`config.mk`:
```
export PLATFORM = sky130hd
export DESIGN_NAME = rfch_fast_cmd
export DESIGN_NICKNAME = d
export VERILOG_FILES = /design/src/rfch_pkg.sv /design/src/rfch_crc16.sv /design/src/rfch_fast_cmd.sv
export VERILOG_INCLUDE_DIRS = /design/src
export SDC_FILE = /design/constraint.sdc
export NUM_CORES = 1
export LEC_CHECK = 0
export ABC_AREA = 1
export BUFFER_PORTS_ARGS = -buffer_cell sky130_fd_sc_hd__buf_2
export CAP_MARGIN = 20
export CORE_MARGIN = 5
export CORE_UTILIZATION = 35
export CTS_CLUSTER_SIZE = 40
export DETAILED_ROUTE_END_ITERATION = 10
export HOLD_SLACK_MARGIN = 0.05
export SETUP_SLACK_MARGIN = 0.1
export SLEW_MARGIN = 20
export SYNTH_ARGS = -nofsm -noshare
export SYNTH_HDL_FRONTEND = slang
export SYNTH_HIERARCHICAL = 1
export SYNTH_SLANG_ARGS = --single-unit
```
`constraint.sdc`:
```
create_clock -name mclk -period 23 [get_ports mclk]
set_clock_uncertainty 0.2 [all_clocks]
set_input_delay 2.3 -clock mclk [delete_from_list [all_inputs] [get_ports mclk]]
set_output_delay 2.3 -clock mclk [all_outputs]
set_load 0.02 [all_outputs]
```
`src/rfch_defines.svh`:
```
// Purpose: constants of the fast command handler
// Assumes: included by bare name
// Notes:   offsets are byte addresses on the register port
`ifndef RFCH_DEFINES_SVH
`define RFCH_DEFINES_SVH

`define RFCH_CMD_FINV    8'hC1
`define RFCH_CMD_FINIT   8'hC2
`define RFCH_CMD_FRMB    8'hC3

`define RFCH_FLG_SUBC    0
`define RFCH_FLG_INV     2
`define RFCH_FLG_PEXT    3
`define RFCH_FLG_SEL     4
`define RFCH_FLG_ADDR    5
`define RFCH_FLG_AFI     4
`define RFCH_FLG_NBS     5
`define RFCH_FLG_OPT     6

`define RFCH_RSP_OK      8'h00
`define RFCH_RSP_ERR     8'h01
`define RFCH_ERR_OPT     8'h03
`define RFCH_ERR_GEN     8'h0F
`define RFCH_ERR_ADDR    8'h10
`define RFCH_ERR_RPROT   8'h15

`define RFCH_CRC_INIT    16'hFFFF
`define RFCH_CRC_POLY    16'h8408
`define RFCH_CRC_GOOD    16'hF0B8

`define RFCH_CNT_MAX     8'h1F
`define RFCH_SECT_LSB    5
`define RFCH_SS_MASK     8'h1F
`define RFCH_MLEN_1SLOT  8'h40
`define RFCH_MLEN_16SLOT 8'h3C

`define RFCH_REG_CTRL    8'h00
`define RFCH_REG_DSFID   8'h04
`define RFCH_REG_AFI     8'h08
`define RFCH_REG_UID_LO  8'h0C
`define RFCH_REG_UID_HI  8'h10
`define RFCH_REG_STATUS  8'h14

`define RFCH_CTRL_RST    1'b1

`endif

```
`src/rfch_pkg.sv`:
```
// Purpose: types of the fast command handler
// Assumes: nothing
// Notes:   carriers for the modem receive and transmit sides
package rfch_pkg;

  typedef enum logic [2:0] {
    S_IDLE, S_RX, S_SLOT, S_LOOK, S_FETCH, S_SEND, S_DONE
  } rfch_state_t;

  typedef enum logic [3:0] {
    P_FLAGS, P_CMD, P_MFG, P_AFI, P_MLEN, P_MASK, P_UID, P_FIRST, P_CNT, P_TAIL
  } rfch_phase_t;

  typedef enum logic [1:0] {
    K_ID, K_READ, K_ERR
  } rfch_kind_t;

  typedef struct packed {
    logic       sof;
    logic       eof;
    logic       vld;
    logic [7:0] data;
  } rfch_rx_t;

  typedef struct packed {
    logic       sof;
    logic       vld;
    logic [7:0] data;
    logic       last;
    logic       fast;
  } rfch_tx_t;

endpackage : rfch_pkg

```
`src/rfch_crc16.sv`:
```
// Purpose: bytewise frame crc, reflected, preset to all ones
// Assumes: one byte per cycle at most
// Notes:   init with vld folds the first byte into the preset
`timescale 1ns/100ps
`include "rfch_defines.svh"
module rfch_crc16 (
  input  wire logic        clk,
  input  wire logic        rst_n,
  input  wire logic        ce,
  input  wire logic        init,
  input  wire logic        vld,
  input  wire logic [7:0]  data,
  output logic      [15:0] crc
);

  typedef struct packed {
    logic [15:0] crc;
  } rfch_crc_st_t;

  rfch_crc_st_t s_q;
  rfch_crc_st_t s_d;

  function automatic logic [15:0] crc_byte(input logic [15:0] c, input logic [7:0] d);
    logic [15:0] r;
    r = c ^ {8'h00, d};
    for (int i = 0; i < 8; i++) begin
      r = r[0] ? ((r >> 1) ^ `RFCH_CRC_POLY) : (r >> 1);
    end
    return r;
  endfunction : crc_byte

  always_comb begin
    s_d = s_q;
    if (init) begin
      s_d.crc = vld ? crc_byte(`RFCH_CRC_INIT, data) : `RFCH_CRC_INIT;
    end else if (vld) begin
      s_d.crc = crc_byte(s_q.crc, data);
    end
  end

  always_ff @(posedge clk or negedge rst_n) begin
    if (!rst_n) begin
      s_q <= '0;
    end else if (ce) begin
      s_q <= s_d;
    end
  end

  assign crc = s_q.crc;

endmodule : rfch_crc16

```
`src/rfch_fast_cmd.sv`:
```
// Purpose: tag-side handler of the three double-rate commands
// Assumes: modem, memory and sector lookup run on mclk
// Notes:   sector lookup answers combinationally on mem_addr
//
// Decided for this implementation: the placing of the registers and strobed register access.
`timescale 1ns/100ps
`include "rfch_defines.svh"
// Behaviour
// inventory needs initiate flag
// subcarrier flag set is refused
// inventory flag required, anticollision slots
// responses at double rate
// inventory request fields in order
// inventory errors give no reply
// identity reply: flags, dsfid, uid, crc
// reader waits before slot marker
// reader wait depends on modulation
// busy until reply or power-off
// write mode releases status pin
// initiate sets flag, non-addressed only
// power loss clears initiate flag
// initiate request: flags, code, maker
// busy from request to response end
// read count field is minus one
// at most 32 blocks, one sector
// extension flag required, option honoured
// read request: flags, code, uid, range
// read reply: flags, status, words, crc
// status upper bits read zero
// read errors 03h, 10h, 15h
// error frames set error flag
module rfch_fast_cmd #(
  parameter int unsigned NUM_BLOCKS = 2048,
  parameter logic [7:0]  MAKER_CODE = 8'h5A  // arbitrary value
) (
  input  wire logic              mclk,
  input  wire logic              arst_n,
  input  wire logic              ce,
  input  wire logic [7:0]        reg_addr,
  input  wire logic [31:0]       reg_wdata,
  input  wire logic              reg_wr,
  input  wire logic              reg_rd,
  output logic      [31:0]       reg_rdata,
  input  wire rfch_pkg::rfch_rx_t rx,
  input  wire logic              slot_mark,
  input  wire logic              rf_power_off,
  input  wire logic              tag_ready,
  input  wire logic              tag_selected,
  output rfch_pkg::rfch_tx_t     tx,
  input  wire logic              tx_ready,
  input  wire logic              tx_done,
  output logic                   mem_req,
  output logic      [15:0]       mem_addr,
  input  wire logic [31:0]       mem_rdata,
  input  wire logic              mem_rvalid,
  input  wire logic [7:0]        sec_status,
  input  wire logic              sec_rlock,
  output logic                   rf_status_output,
  output logic                   rf_status_oe
);

  typedef struct packed {
    rfch_pkg::rfch_state_t state;
    rfch_pkg::rfch_phase_t phase;
    rfch_pkg::rfch_kind_t  kind;
    logic [7:0]            flags;
    logic [7:0]            cmd;
    logic                  bad;
    logic                  mism;
    logic                  afi_ok;
    logic [3:0]            k;
    logic [7:0]            mlen;
    logic [15:0]           first;
    logic [7:0]            cnt;
    logic [3:0]            slot;
    logic [3:0]            myslot;
    logic                  init_flag;
    logic                  busy;
    logic [7:0]            err;
    logic [3:0]            pos;
    logic [4:0]            blk;
    logic                  hdr;
    logic                  crcb;
    logic [31:0]           word;
    logic                  status_busy_mode;
    logic [7:0]            dsfid;
    logic [7:0]            afi;
    logic [63:0]           uid;
    logic [7:0]            last_err;
    logic [31:0]           rdata;
    rfch_pkg::rfch_tx_t    tx;
    logic                  mem_req;
    logic [15:0]           mem_addr;
    logic                  pin_lvl;
    logic                  oe;
  } rfch_st_t;

  rfch_st_t s_q;
  rfch_st_t s_d;

  logic                 rst_meta_q;
  logic                 rst_n_q;
  logic [15:0]          rxc_crc;
  logic [15:0]          txc_crc;
  logic                 feed;
  logic                 txi;
  logic                 go;
  rfch_pkg::rfch_kind_t go_kind;
  logic [7:0]           go_err;
  logic [16:0]          lastb;
  logic                 ok_frame;

  always_ff @(posedge mclk or negedge arst_n) begin
    if (!arst_n) begin
      rst_meta_q <= 1'b0;
      rst_n_q    <= 1'b0;
    end else begin
      rst_meta_q <= 1'b1;
      rst_n_q    <= rst_meta_q;
    end
  end

  function automatic logic [7:0] uid_byte(input logic [63:0] u, input logic [3:0] i);
    return (i < 4'h8) ? u[{i[2:0], 3'b000} +: 8] : 8'h00;
  endfunction : uid_byte

  function automatic logic [7:0] mask_bits(input logic [7:0] len, input logic [3:0] i);
    logic [8:0] rem;
    rem = {1'b0, len} - {2'b00, i, 3'b000};
    return (rem >= 9'h008) ? 8'hFF : 8'((9'h001 << rem) - 9'h001);
  endfunction : mask_bits

  function automatic logic [7:0] blk_byte(input logic [3:0] p, input logic [31:0] w, input logic [7:0] ss);
    logic [3:0] q;
    q = p - 4'h1;
    return (p == 4'h0) ? (ss & `RFCH_SS_MASK) : w[{q[1:0], 3'b000} +: 8];
  endfunction : blk_byte

  always_comb begin
    s_d         = s_q;
    feed        = 1'b0;
    txi         = 1'b0;
    go          = 1'b0;
    go_kind     = rfch_pkg::K_ID;
    go_err      = `RFCH_RSP_OK;
    lastb       = {1'b0, s_q.first} + {9'h000, s_q.cnt};
    ok_frame    = 1'b0;
    s_d.mem_req = 1'b0;
    s_d.pin_lvl = 1'b0;
    s_d.rdata   = '0;

    if (reg_wr) begin
      unique case (reg_addr)
        `RFCH_REG_CTRL:   s_d.status_busy_mode = reg_wdata[0];
        `RFCH_REG_DSFID:  s_d.dsfid = reg_wdata[7:0];
        `RFCH_REG_AFI:    s_d.afi = reg_wdata[7:0];
        `RFCH_REG_UID_LO: s_d.uid[31:0] = reg_wdata;
        `RFCH_REG_UID_HI: s_d.uid[63:32] = reg_wdata;
        default: ;
      endcase
    end
    if (reg_rd) begin
      unique case (reg_addr)
        `RFCH_REG_CTRL:   s_d.rdata = {31'h0, s_q.status_busy_mode};
        `RFCH_REG_DSFID:  s_d.rdata = {24'h0, s_q.dsfid};
        `RFCH_REG_AFI:    s_d.rdata = {24'h0, s_q.afi};
        `RFCH_REG_UID_LO: s_d.rdata = s_q.uid[31:0];
        `RFCH_REG_UID_HI: s_d.rdata = s_q.uid[63:32];
        `RFCH_REG_STATUS: s_d.rdata = {16'h0, s_q.last_err, 3'h0, s_q.state, s_q.busy, s_q.init_flag};
        default: ;
      endcase
    end

    if (rx.sof && s_q.state inside {rfch_pkg::S_IDLE, rfch_pkg::S_RX, rfch_pkg::S_SLOT}) begin
      s_d.state  = rfch_pkg::S_RX;
      s_d.phase  = rfch_pkg::P_FLAGS;
      s_d.bad    = 1'b0;
      s_d.mism   = 1'b0;
      s_d.afi_ok = 1'b0;
      s_d.k      = 4'h0;
      s_d.busy   = 1'b1;
    end else if (rx.vld && s_q.state == rfch_pkg::S_RX) begin
      unique case (s_q.phase)
        rfch_pkg::P_FLAGS: begin
          s_d.flags = rx.data;
          s_d.phase = rfch_pkg::P_CMD;
        end
        rfch_pkg::P_CMD: begin
          s_d.cmd   = rx.data;
          s_d.phase = rfch_pkg::P_MFG;
          if (rx.data != `RFCH_CMD_FINV && rx.data != `RFCH_CMD_FINIT && rx.data != `RFCH_CMD_FRMB) begin
            s_d.bad = 1'b1;
          end
        end
        rfch_pkg::P_MFG: begin
          s_d.k = 4'h0;
          if (rx.data != MAKER_CODE) begin
            s_d.bad = 1'b1;
          end
          if (s_q.cmd == `RFCH_CMD_FINV) begin
            s_d.phase = s_q.flags[`RFCH_FLG_AFI] ? rfch_pkg::P_AFI : rfch_pkg::P_MLEN;
          end else if (s_q.cmd == `RFCH_CMD_FRMB) begin
            s_d.phase = s_q.flags[`RFCH_FLG_ADDR] ? rfch_pkg::P_UID : rfch_pkg::P_FIRST;
          end else begin
            s_d.phase = rfch_pkg::P_TAIL;
          end
        end
        rfch_pkg::P_AFI: begin
          s_d.afi_ok = (rx.data == s_q.afi) || (rx.data == 8'h00);
          s_d.phase  = rfch_pkg::P_MLEN;
        end
        rfch_pkg::P_MLEN: begin
          s_d.mlen  = rx.data;
          s_d.phase = (rx.data == 8'h00) ? rfch_pkg::P_TAIL : rfch_pkg::P_MASK;
        end
        rfch_pkg::P_MASK: begin
          if (|((rx.data ^ uid_byte(s_q.uid, s_q.k)) & mask_bits(s_q.mlen, s_q.k))) begin
            s_d.mism = 1'b1;
          end
          s_d.k = s_q.k + 4'h1;
          if ({s_q.k + 4'h1, 3'b000} >= {3'b000, s_q.mlen} || s_q.k == 4'h7) begin
            s_d.phase = rfch_pkg::P_TAIL;
            s_d.k     = 4'h0;
          end
        end
        rfch_pkg::P_UID: begin
          if (rx.data != uid_byte(s_q.uid, s_q.k)) begin
            s_d.mism = 1'b1;
          end
          s_d.k = s_q.k + 4'h1;
          if (s_q.k == 4'h7) begin
            s_d.phase = rfch_pkg::P_FIRST;
            s_d.k     = 4'h0;
          end
        end
        rfch_pkg::P_FIRST: begin
          if (s_q.k == 4'h0) begin
            s_d.first[7:0] = rx.data;
            s_d.k          = 4'h1;
          end else begin
            s_d.first[15:8] = rx.data;
            s_d.phase       = rfch_pkg::P_CNT;
          end
        end
        rfch_pkg::P_CNT: begin
          s_d.cnt   = rx.data;
          s_d.phase = rfch_pkg::P_TAIL;
          s_d.k     = 4'h0;
        end
        rfch_pkg::P_TAIL: begin
          if (s_q.k != 4'hF) begin
            s_d.k = s_q.k + 4'h1;
          end
        end
      endcase
    end else if (rx.eof && s_q.state == rfch_pkg::S_RX) begin
      ok_frame  = (rxc_crc == `RFCH_CRC_GOOD) && (s_q.phase == rfch_pkg::P_TAIL) && (s_q.k == 4'h2) && !s_q.bad;
      s_d.state = rfch_pkg::S_IDLE;
      s_d.busy  = 1'b0;
      if (ok_frame && s_q.cmd == `RFCH_CMD_FINV) begin
        if (s_q.init_flag && s_q.flags[`RFCH_FLG_INV] && !s_q.flags[`RFCH_FLG_SUBC]
            && (!s_q.flags[`RFCH_FLG_AFI] || s_q.afi_ok) && !s_q.mism
            && s_q.mlen <= (s_q.flags[`RFCH_FLG_NBS] ? `RFCH_MLEN_1SLOT : `RFCH_MLEN_16SLOT)) begin
          s_d.myslot = s_q.flags[`RFCH_FLG_NBS] ? 4'h0 : 4'(s_q.uid >> s_q.mlen);
          s_d.slot   = 4'h0;
          s_d.busy   = 1'b1;
          if (s_d.myslot == 4'h0) begin
            go = 1'b1;
          end else begin
            s_d.state = rfch_pkg::S_SLOT;
          end
        end
      end else if (ok_frame && s_q.cmd == `RFCH_CMD_FINIT) begin
        if (!s_q.flags[`RFCH_FLG_SEL] && !s_q.flags[`RFCH_FLG_ADDR]
            && !s_q.flags[`RFCH_FLG_SUBC] && !s_q.flags[`RFCH_FLG_INV]) begin
          s_d.init_flag = 1'b1;
          if (tag_ready) begin
            go       = 1'b1;
            s_d.busy = 1'b1;
          end
        end
      end else if (ok_frame && s_q.cmd == `RFCH_CMD_FRMB) begin
        if (!(s_q.flags[`RFCH_FLG_ADDR] && s_q.mism) && !(s_q.flags[`RFCH_FLG_SEL] && !tag_selected)) begin
          s_d.busy = 1'b1;
          go_kind  = rfch_pkg::K_ERR;
          go       = 1'b1;
          if (s_q.flags[`RFCH_FLG_SUBC]) begin
            go_err = `RFCH_ERR_GEN;
          end else if (!s_q.flags[`RFCH_FLG_PEXT]) begin
            go_err = `RFCH_ERR_GEN;
          end else if (s_q.flags[`RFCH_FLG_INV]) begin
            go_err = `RFCH_ERR_OPT;
          end else if (s_q.cnt > `RFCH_CNT_MAX || lastb >= 17'(NUM_BLOCKS)
                       || lastb[15:`RFCH_SECT_LSB] != s_q.first[15:`RFCH_SECT_LSB] || lastb[16]) begin
            go_err = `RFCH_ERR_ADDR;
          end else begin
            go           = 1'b0;
            s_d.state    = rfch_pkg::S_LOOK;
            s_d.mem_addr = s_q.first;
          end
        end
      end
    end

    unique case (s_q.state)
      rfch_pkg::S_IDLE, rfch_pkg::S_RX: ;
      rfch_pkg::S_SLOT: begin
        if (slot_mark && !rx.sof) begin
          s_d.slot = s_q.slot + 4'h1;
          if (s_q.slot + 4'h1 == s_q.myslot) begin
            go = 1'b1;
          end
        end
      end
      rfch_pkg::S_LOOK: begin
        s_d.hdr = 1'b1;
        s_d.blk = 5'h00;
        if (sec_rlock) begin
          go      = 1'b1;
          go_kind = rfch_pkg::K_ERR;
          go_err  = `RFCH_ERR_RPROT;
        end else begin
          s_d.state   = rfch_pkg::S_FETCH;
          s_d.mem_req = 1'b1;
        end
      end
      rfch_pkg::S_FETCH: begin
        if (mem_rvalid) begin
          s_d.word = mem_rdata;
          if (s_q.hdr) begin
            go      = 1'b1;
            go_kind = rfch_pkg::K_READ;
          end else begin
            s_d.state   = rfch_pkg::S_SEND;
            s_d.pos     = s_q.flags[`RFCH_FLG_OPT] ? 4'h0 : 4'h1;
            s_d.tx.vld  = 1'b1;
            s_d.tx.data = blk_byte(s_d.pos, mem_rdata, sec_status);
            feed        = 1'b1;
          end
        end
      end
      rfch_pkg::S_SEND: begin
        if (s_q.tx.vld && tx_ready) begin
          s_d.tx.sof = 1'b0;
          if (s_q.tx.last) begin
            s_d.tx.vld  = 1'b0;
            s_d.tx.last = 1'b0;
            s_d.state   = rfch_pkg::S_DONE;
          end else if (s_q.crcb) begin
            s_d.tx.data = ~txc_crc[15:8];
            s_d.tx.last = 1'b1;
          end else begin
            unique case (s_q.kind)
              rfch_pkg::K_ID: begin
                if (s_q.pos == 4'h9) begin
                  s_d.crcb    = 1'b1;
                  s_d.tx.data = ~txc_crc[7:0];
                end else begin
                  s_d.pos     = s_q.pos + 4'h1;
                  s_d.tx.data = (s_q.pos == 4'h0) ? s_q.dsfid : uid_byte(s_q.uid, s_q.pos - 4'h1);
                  feed        = 1'b1;
                end
              end
              rfch_pkg::K_ERR: begin
                if (s_q.pos == 4'h0) begin
                  s_d.pos     = 4'h1;
                  s_d.tx.data = s_q.err;
                  feed        = 1'b1;
                end else begin
                  s_d.crcb    = 1'b1;
                  s_d.tx.data = ~txc_crc[7:0];
                end
              end
              rfch_pkg::K_READ: begin
                if (s_q.hdr) begin
                  s_d.hdr     = 1'b0;
                  s_d.pos     = s_q.flags[`RFCH_FLG_OPT] ? 4'h0 : 4'h1;
                  s_d.tx.data = blk_byte(s_d.pos, s_q.word, sec_status);
                  feed        = 1'b1;
                end else if (s_q.pos == 4'h4) begin
                  if (s_q.blk == s_q.cnt[4:0]) begin
                    s_d.crcb    = 1'b1;
                    s_d.tx.data = ~txc_crc[7:0];
                  end else begin
                    s_d.blk      = s_q.blk + 5'h01;
                    s_d.mem_addr = s_q.mem_addr + 16'h0001;
                    s_d.mem_req  = 1'b1;
                    s_d.tx.vld   = 1'b0;
                    s_d.state    = rfch_pkg::S_FETCH;
                  end
                end else begin
                  s_d.pos     = s_q.pos + 4'h1;
                  s_d.tx.data = blk_byte(s_q.pos + 4'h1, s_q.word, sec_status);
                  feed        = 1'b1;
                end
              end
              default: ;
            endcase
          end
        end
      end
      rfch_pkg::S_DONE: begin
        if (tx_done) begin
          s_d.state = rfch_pkg::S_IDLE;
          s_d.busy  = 1'b0;
        end
      end
    endcase

    if (go) begin
      s_d.state   = rfch_pkg::S_SEND;
      s_d.kind    = go_kind;
      s_d.err     = go_err;
      s_d.pos     = 4'h0;
      s_d.crcb    = 1'b0;
      s_d.tx.sof  = 1'b1;
      s_d.tx.vld  = 1'b1;
      s_d.tx.last = 1'b0;
      s_d.tx.fast = 1'b1;
      s_d.tx.data = (go_kind == rfch_pkg::K_ERR) ? `RFCH_RSP_ERR : `RFCH_RSP_OK;
      feed        = 1'b1;
      txi         = 1'b1;
      if (go_kind == rfch_pkg::K_ERR) begin
        s_d.last_err = go_err;
      end
    end

    if (rf_power_off) begin
      s_d.state     = rfch_pkg::S_IDLE;
      s_d.init_flag = 1'b0;
      s_d.busy      = 1'b0;
      s_d.tx        = '0;
      s_d.mem_req   = 1'b0;
      feed          = 1'b0;
      txi           = 1'b0;
    end

    s_d.oe = s_d.busy & s_d.status_busy_mode;
  end

  always_ff @(posedge mclk or negedge rst_n_q) begin
    if (!rst_n_q) begin
      s_q                  <= '0;
      s_q.status_busy_mode <= `RFCH_CTRL_RST;
    end else if (ce) begin
      s_q <= s_d;
    end
  end

  rfch_crc16 u_rx_crc (
    .clk   (mclk),
    .rst_n (rst_n_q),
    .ce    (ce),
    .init  (rx.sof),
    .vld   (rx.vld),
    .data  (rx.data),
    .crc   (rxc_crc)
  );

  rfch_crc16 u_tx_crc (
    .clk   (mclk),
    .rst_n (rst_n_q),
    .ce    (ce),
    .init  (txi),
    .vld   (feed),
    .data  (s_d.tx.data),
    .crc   (txc_crc)
  );

  assign reg_rdata        = s_q.rdata;
  assign tx               = s_q.tx;
  assign mem_req          = s_q.mem_req;
  assign mem_addr         = s_q.mem_addr;
  assign rf_status_output = s_q.pin_lvl;
  assign rf_status_oe     = s_q.oe;

endmodule : rfch_fast_cmd

```
After elaboration in Yosys (flattened, before gate mapping) --
Index checks and enable logic that the tools add are counted.
Storage, ports and cells: register bits 310, input bits 104, output and inout bits 63, word-level logic and storage cells 552
Operators by class: add/sub/neg operators 11, magnitude comparators 7, eq/ne operators 78, shifts and indexed selects 7, multiplexer cells 262, bitwise logic cells 44, reduce and logical (&&, ||, !) cells 101
Operators with widths (number):
- 16-bit 2-to-1 mux | 51
- 8-bit 2-to-1 mux | 31
- 32-bit case mux with 6 select lines | 1
- 64-bit by 7-bit indexed part select with 8-bit output | 2
- 17-bit 2-to-1 mux | 7
- 32-bit 2-to-1 mux | 3
- 2-bit inverter with 3-bit output | 32
- 32-bit by 6-bit indexed part select with 8-bit output | 3
- 4-bit 2-to-1 mux | 21
- 81-bit 2-to-1 mux | 1
- 1-bit 2-to-1 mux | 70
- 64-bit by 8-bit right shift with 4-bit output | 1
- 3-bit 2-to-1 mux | 17
- 11-bit 2-to-1 mux | 4
- 2-bit 2-to-1 mux | 21
- 3-bit != test (second input constant) | 14
- 39-bit 2-to-1 mux | 1
- 4-bit case mux with 9 select lines | 1
- 5-bit 2-to-1 mux | 7
- 8-bit inverter with 16-bit output | 2
- 16-bit by 8-bit XOR with 16-bit output | 2
- 9-bit 2-to-1 mux | 3
- 5-bit != test (second input constant) | 5
- 5-bit AND reduction | 5
- 84 further kinds | 205

Longest topological paths before layout --
depth in word-level cells 44, depth in mapped cells 34, depth with buffers taken out 31

By module --
The synthesis kept the hierarchy.
By module, submodules not included:
- rfch_fast_cmd | times used 1, cells each 2850, area an instance 19304.8 µm², sequential area each 6757.7 µm²
- rfch_crc16 (u_tx_crc) | times used 1, cells each 232, area an instance 1390.1 µm², sequential area each 400.4 µm²
- rfch_crc16 (u_rx_crc) | times used 1, cells each 231, area an instance 1367.6 µm², sequential area each 400.4 µm²

Worst setup path after synthesis --
No wires, ideal clock.
path kind input to register, start point in rx[10] (netlist name), end point reg u_tx_crc.s_q (netlist bit u_tx_crc/crc[2]), setup time 0.117 ns, data arrival time 4.297 ns, data required time 22.683 ns, slack 18.386 ns, stages on the path 20, buffers on the path 0, cells stage by stage inv_1 > nor3_2 > nor2_1 > inv_1 > nor2_1 > inv_1 > nor2_1 > a21oi_2 > nand3_2 > nor2_1 > and2_1 > inv_2 > nand2_1 > nand2_2 > nand2_1 > nand2_1 > nand2_1 > o21ai_1 > nand3_1 > nand2_1
RTL lines:
- from (decl) | line rfch_fast_cmd.sv:44 | input wire rfch_pkg::rfch_rx_t rx,
- to (signal assigned) | line rfch_crc16.sv:43 | s_q <= '0;
- to (signal assigned) | line rfch_crc16.sv:45 | s_q <= s_d;
- to (decl) | line rfch_crc16.sv:20 | rfch_crc_st_t s_q;

Final worst setup path --
start point in rx[10] (netlist name), end point reg u_tx_crc.s_q (netlist bit u_tx_crc/crc[11])
Between the ends: elaborated cells on any way between the ends 39, classes of those cells mux (32); bitwise (2); reduce/logical (5)
RTL lines:
- 1-bit logical AND | line rfch_fast_cmd.sv:174 | if (rx.sof && s_q.state inside {rfch_pkg::S_IDLE, rfch_pkg::S_RX, rfch_pkg::S_SLOT}) begin
- 1-bit 2-to-1 mux | line rfch_fast_cmd.sv:174
- 1-bit 2-to-1 mux, on equally long branches | line rfch_fast_cmd.sv:330, rfch_fast_cmd.sv:310
- 1-bit 2-to-1 mux, on equally long branches | line rfch_fast_cmd.sv:328, rfch_fast_cmd.sv:308
- 1-bit case mux with 3 select lines * | line rfch_fast_cmd.sv:305 | unique case (s_q.state)
- 1-bit 2-to-1 mux * | line rfch_fast_cmd.sv:410 | if (go) begin
- 1-bit 2-to-1 mux * | line rfch_fast_cmd.sv:428 | if (rf_power_off) begin
- via feed | line rfch_fast_cmd.sv:105 | logic feed;
- 16-bit 2-to-1 mux (no line) / 2-bit nonzero test (equally long branches)
- 16-bit 2-to-1 mux / 2-bit AND reduction (equally long branches)
The timed path passes the listed nets; every way through them passes the cells marked *. The select of a mux whose other input is x is not followed. A chain may end at the register's enable or synchronous reset.

==> flow_summary.toml <==
[run_status]
status = "finished clean"

[clock_tree]
cts_setup_buffers = 0
cts_tree = "yes"
cts_inserted_buffers = 35
ctsHtreeMaxLevel = 2
ctsHoldBuffers = 0
clock_latency_ns = 0.57
cts.sinks = 302
path_clk_slew_ns = 0.06
cts_resized = 0
root_buffer = "clkbuf_16"
clockBufferDepth = 3

[job]
cap_viol_max_count = 0

[drt]
wire_per_inst_um = 19.5
ant_nets = 0
drc = 0
via_per_inst = 5.43
dr.pass1.iters = 6
vias = 22800
drt_iter0_drc = 2467
routed_wl_um = 82100

[synthesis]
yosys_warnings = 6
yosysUniqueCellTypes = 64
synth-simple-area-share_pct = 33.9
synthArstFlopShare_pct = 100
ys_seq_area_share_pct = 34.3
synth_top_cell_by_area = "dfrtp_1"
synth_compound_area_share_pct = 15.7
synth_xor_xnor_area_share_pct = 1.75
synth_common_cells = "nand2_1 (971), nand3_1 (419), o21ai_0 (315)"
syn-num-nets = 3454
synth_edf_count = 0
syn_area_per_cell_um2 = 6.66
syn_inst = 3313
netlist.area_leader.share_pct = 34.1
syn_area_mm2 = 0.0221
synth.area.top_cells = "dfrtp_1 (34%), nand2_1 (17%), nand3_1 (9.5%), o21ai_0 (7.1%), inv_1 (5.3%)"
synthMuxAreaShare_pct = 1.22
synth_most_common_cell = "nand2_1"
synth_top_family_by_area = "simple AND/OR/NAND/NOR gates"
synthAdderAreaFrac_pct = 2.17
synthFlopType = "dfrtp_1"
synth_seq_cells = 302

[grt]
first_global_vias = 21300
grt_use_total_pct = 23.6
grt_start_max_net_pins = 74
grtUsageMet1_pct = 33.2
grtUsageMet3_pct = 4.18
grt_use_met2_pct = 36.6
antenna_found_initial = 2
grt_pass1_wl_um = 127000
busiest_layer = "met2"
overflow = 0

[layout]
fin_nets = 3473
drive_above_1_share_pct = 10.1
antenna_cells = 0
areaGrowthSynthToFinish_pct = 9.85

[timing]
achievable-frequency_ghz = 0.174
fin_crit_sh_pct = 25.1
hold_violations = 0
drv_slew = 0
worst_pin_slew_ns = 1.04
setup_tns_ns = 0
rsz0062_at_grt = "no"
setup_viol = 0
slew_headroom_pct = 30.2
layout_min_cycle_time_ns = 5.76
holdWs_ns = 0.149

[floorplanning]
die_x_um = 261
placementRows = 92
pin_count = 167
die_h_um = 261
dieArea_mm2 = 0.0682
start_util_pct = 35.2
coreArea_mm2 = 0.0627

[worst_setup_path]
crit_required_ns = 23.29
worstSetupEndpointType = "flip-flop"
critPathKind = "input port to flip-flop"
start_kind = "input port"
arrival_ns = 6.05
cp_max_fo = 24

[power_and_ir_drop]
power_leakage_nw = 12.0
total_power_mw = 1.96
p_per_area_mw_per_mm2 = 81.0
ir_worst_vdd_uv = 48.7

[place]
hpwlAfterDp_um = 60500
gp_congestion = 0.962
io_buffers = 162

[min_path]
hold_class = "flip-flop to flip-flop"
[final cells by class]
type                       count  area, um2
fill                        6698      38500
multi-input combinational   2467      12100
sequential                   302       7560
inverter                     337       1270
tap                          846       1060
timing repair buffer         189       1050
clock buffer                  43        916
clock inverter                20        287
[registers in the layout, summed over array words and instances (netlist names)]
signal        count
s_q             206
u_rx_crc/crc     16
u_tx_crc/crc     16
rst_n_q           1
tx               12
mem_req           1
rst_meta_q        1
reg_rdata        32
mem_addr         16
rf_status_oe      1
[metrics by stage]
step	worst slack (ns)	instance area [um2]	cells	util [%]
after detailed placement	16.71	23000	4139	36.6
final	17.24	24200	4204	38.6
after CTS	17.29	24200	4202	38.6
after global placement	16.74	23000	4139	36.6
after floorplan	13.76	22100	3313	-
after global routing	16.90	24200	4204	38.6
[layout by cell type (no fill, tap or decap), types with 14 or more instances in the layout]
cell	synthesis	routed
o21ai_1	29	29
ha_1	35	35
xnor2_1	16	16
dfrtp_1	301	299
nand3b_1	14	14
mux2_2	24	24
buf_2	38	162
nor2_1	221	221
o21ai_0	315	315
nand2_1	971	969
inv_1	309	308
nor3_1	28	28
clkbuf_16	0	35
nand3_1	419	419
o211ai_1	22	22
inv_2	20	21
buf_4	69	25
xor2_1	28	28
o22ai_1	31	31
nand2_2	15	17
a21oi_1	137	137
nand4_1	35	35
[where the power goes]
group / switching [mW] / internal, mW / leakage [nW]
Combinational: 0.462 / 0.223 / 7.42
Clock: 0.248 / 0.345 / 0.573
Sequential: 0.0904 / 0.595 / 4.01
[layer usage]
metal | vias up | routed length, um
li1 | 10900 | -
met3 | 187 | 7100
met2 | 1044 | 35800
met4 | 4 | 3490
met1 | 10600 | 35600
met5 | - | 21
[cells by family (layout without fill, tap and decap cells)]
group,Yosys count,in the layout
AND/OR/NAND/NOR,1742,1742
AO/OA/AOI/OAI,618,618
buffers and inverters,544,589
flip-flops,302,302
XOR/XNOR,44,44
adder cells (fa/ha/maj),37,37
multiplexers,24,24
other,2,2
[worst paths after layout]
kind                            start                to  slack (ns)  cells past startpoint
min in group asynchronous     rst_n_q     reg_rdata[10]        0.19                      0
hold / removal             rst_meta_q           rst_n_q        0.15                      0
setup / recovery               rx[10]  u_tx_crc/crc[11]       17.24                     14
setup reg to reg             s_q[244]   u_tx_crc/crc[4]       18.03                     22
hold reg to reg            rst_meta_q           rst_n_q        0.15                      0
max in group asynchronous     rst_n_q          s_q[237]       20.23                      2
[critical path, cell delays in order]
cell and delay [ns]:
buf_2 0.24, inv_1 0.23, nand2_1 0.07, nor3_1 0.52, o21ai_0 0.24, o311ai_0 0.70, a21oi_2 0.24, nand3_1 0.20
o21ai_0 0.09, inv_1 0.36, o21ai_4 0.16, inv_2 0.38, o21ai_0 0.16, o22ai_1 0.13
Note: power is estimated with default switching activity, not from simulation.
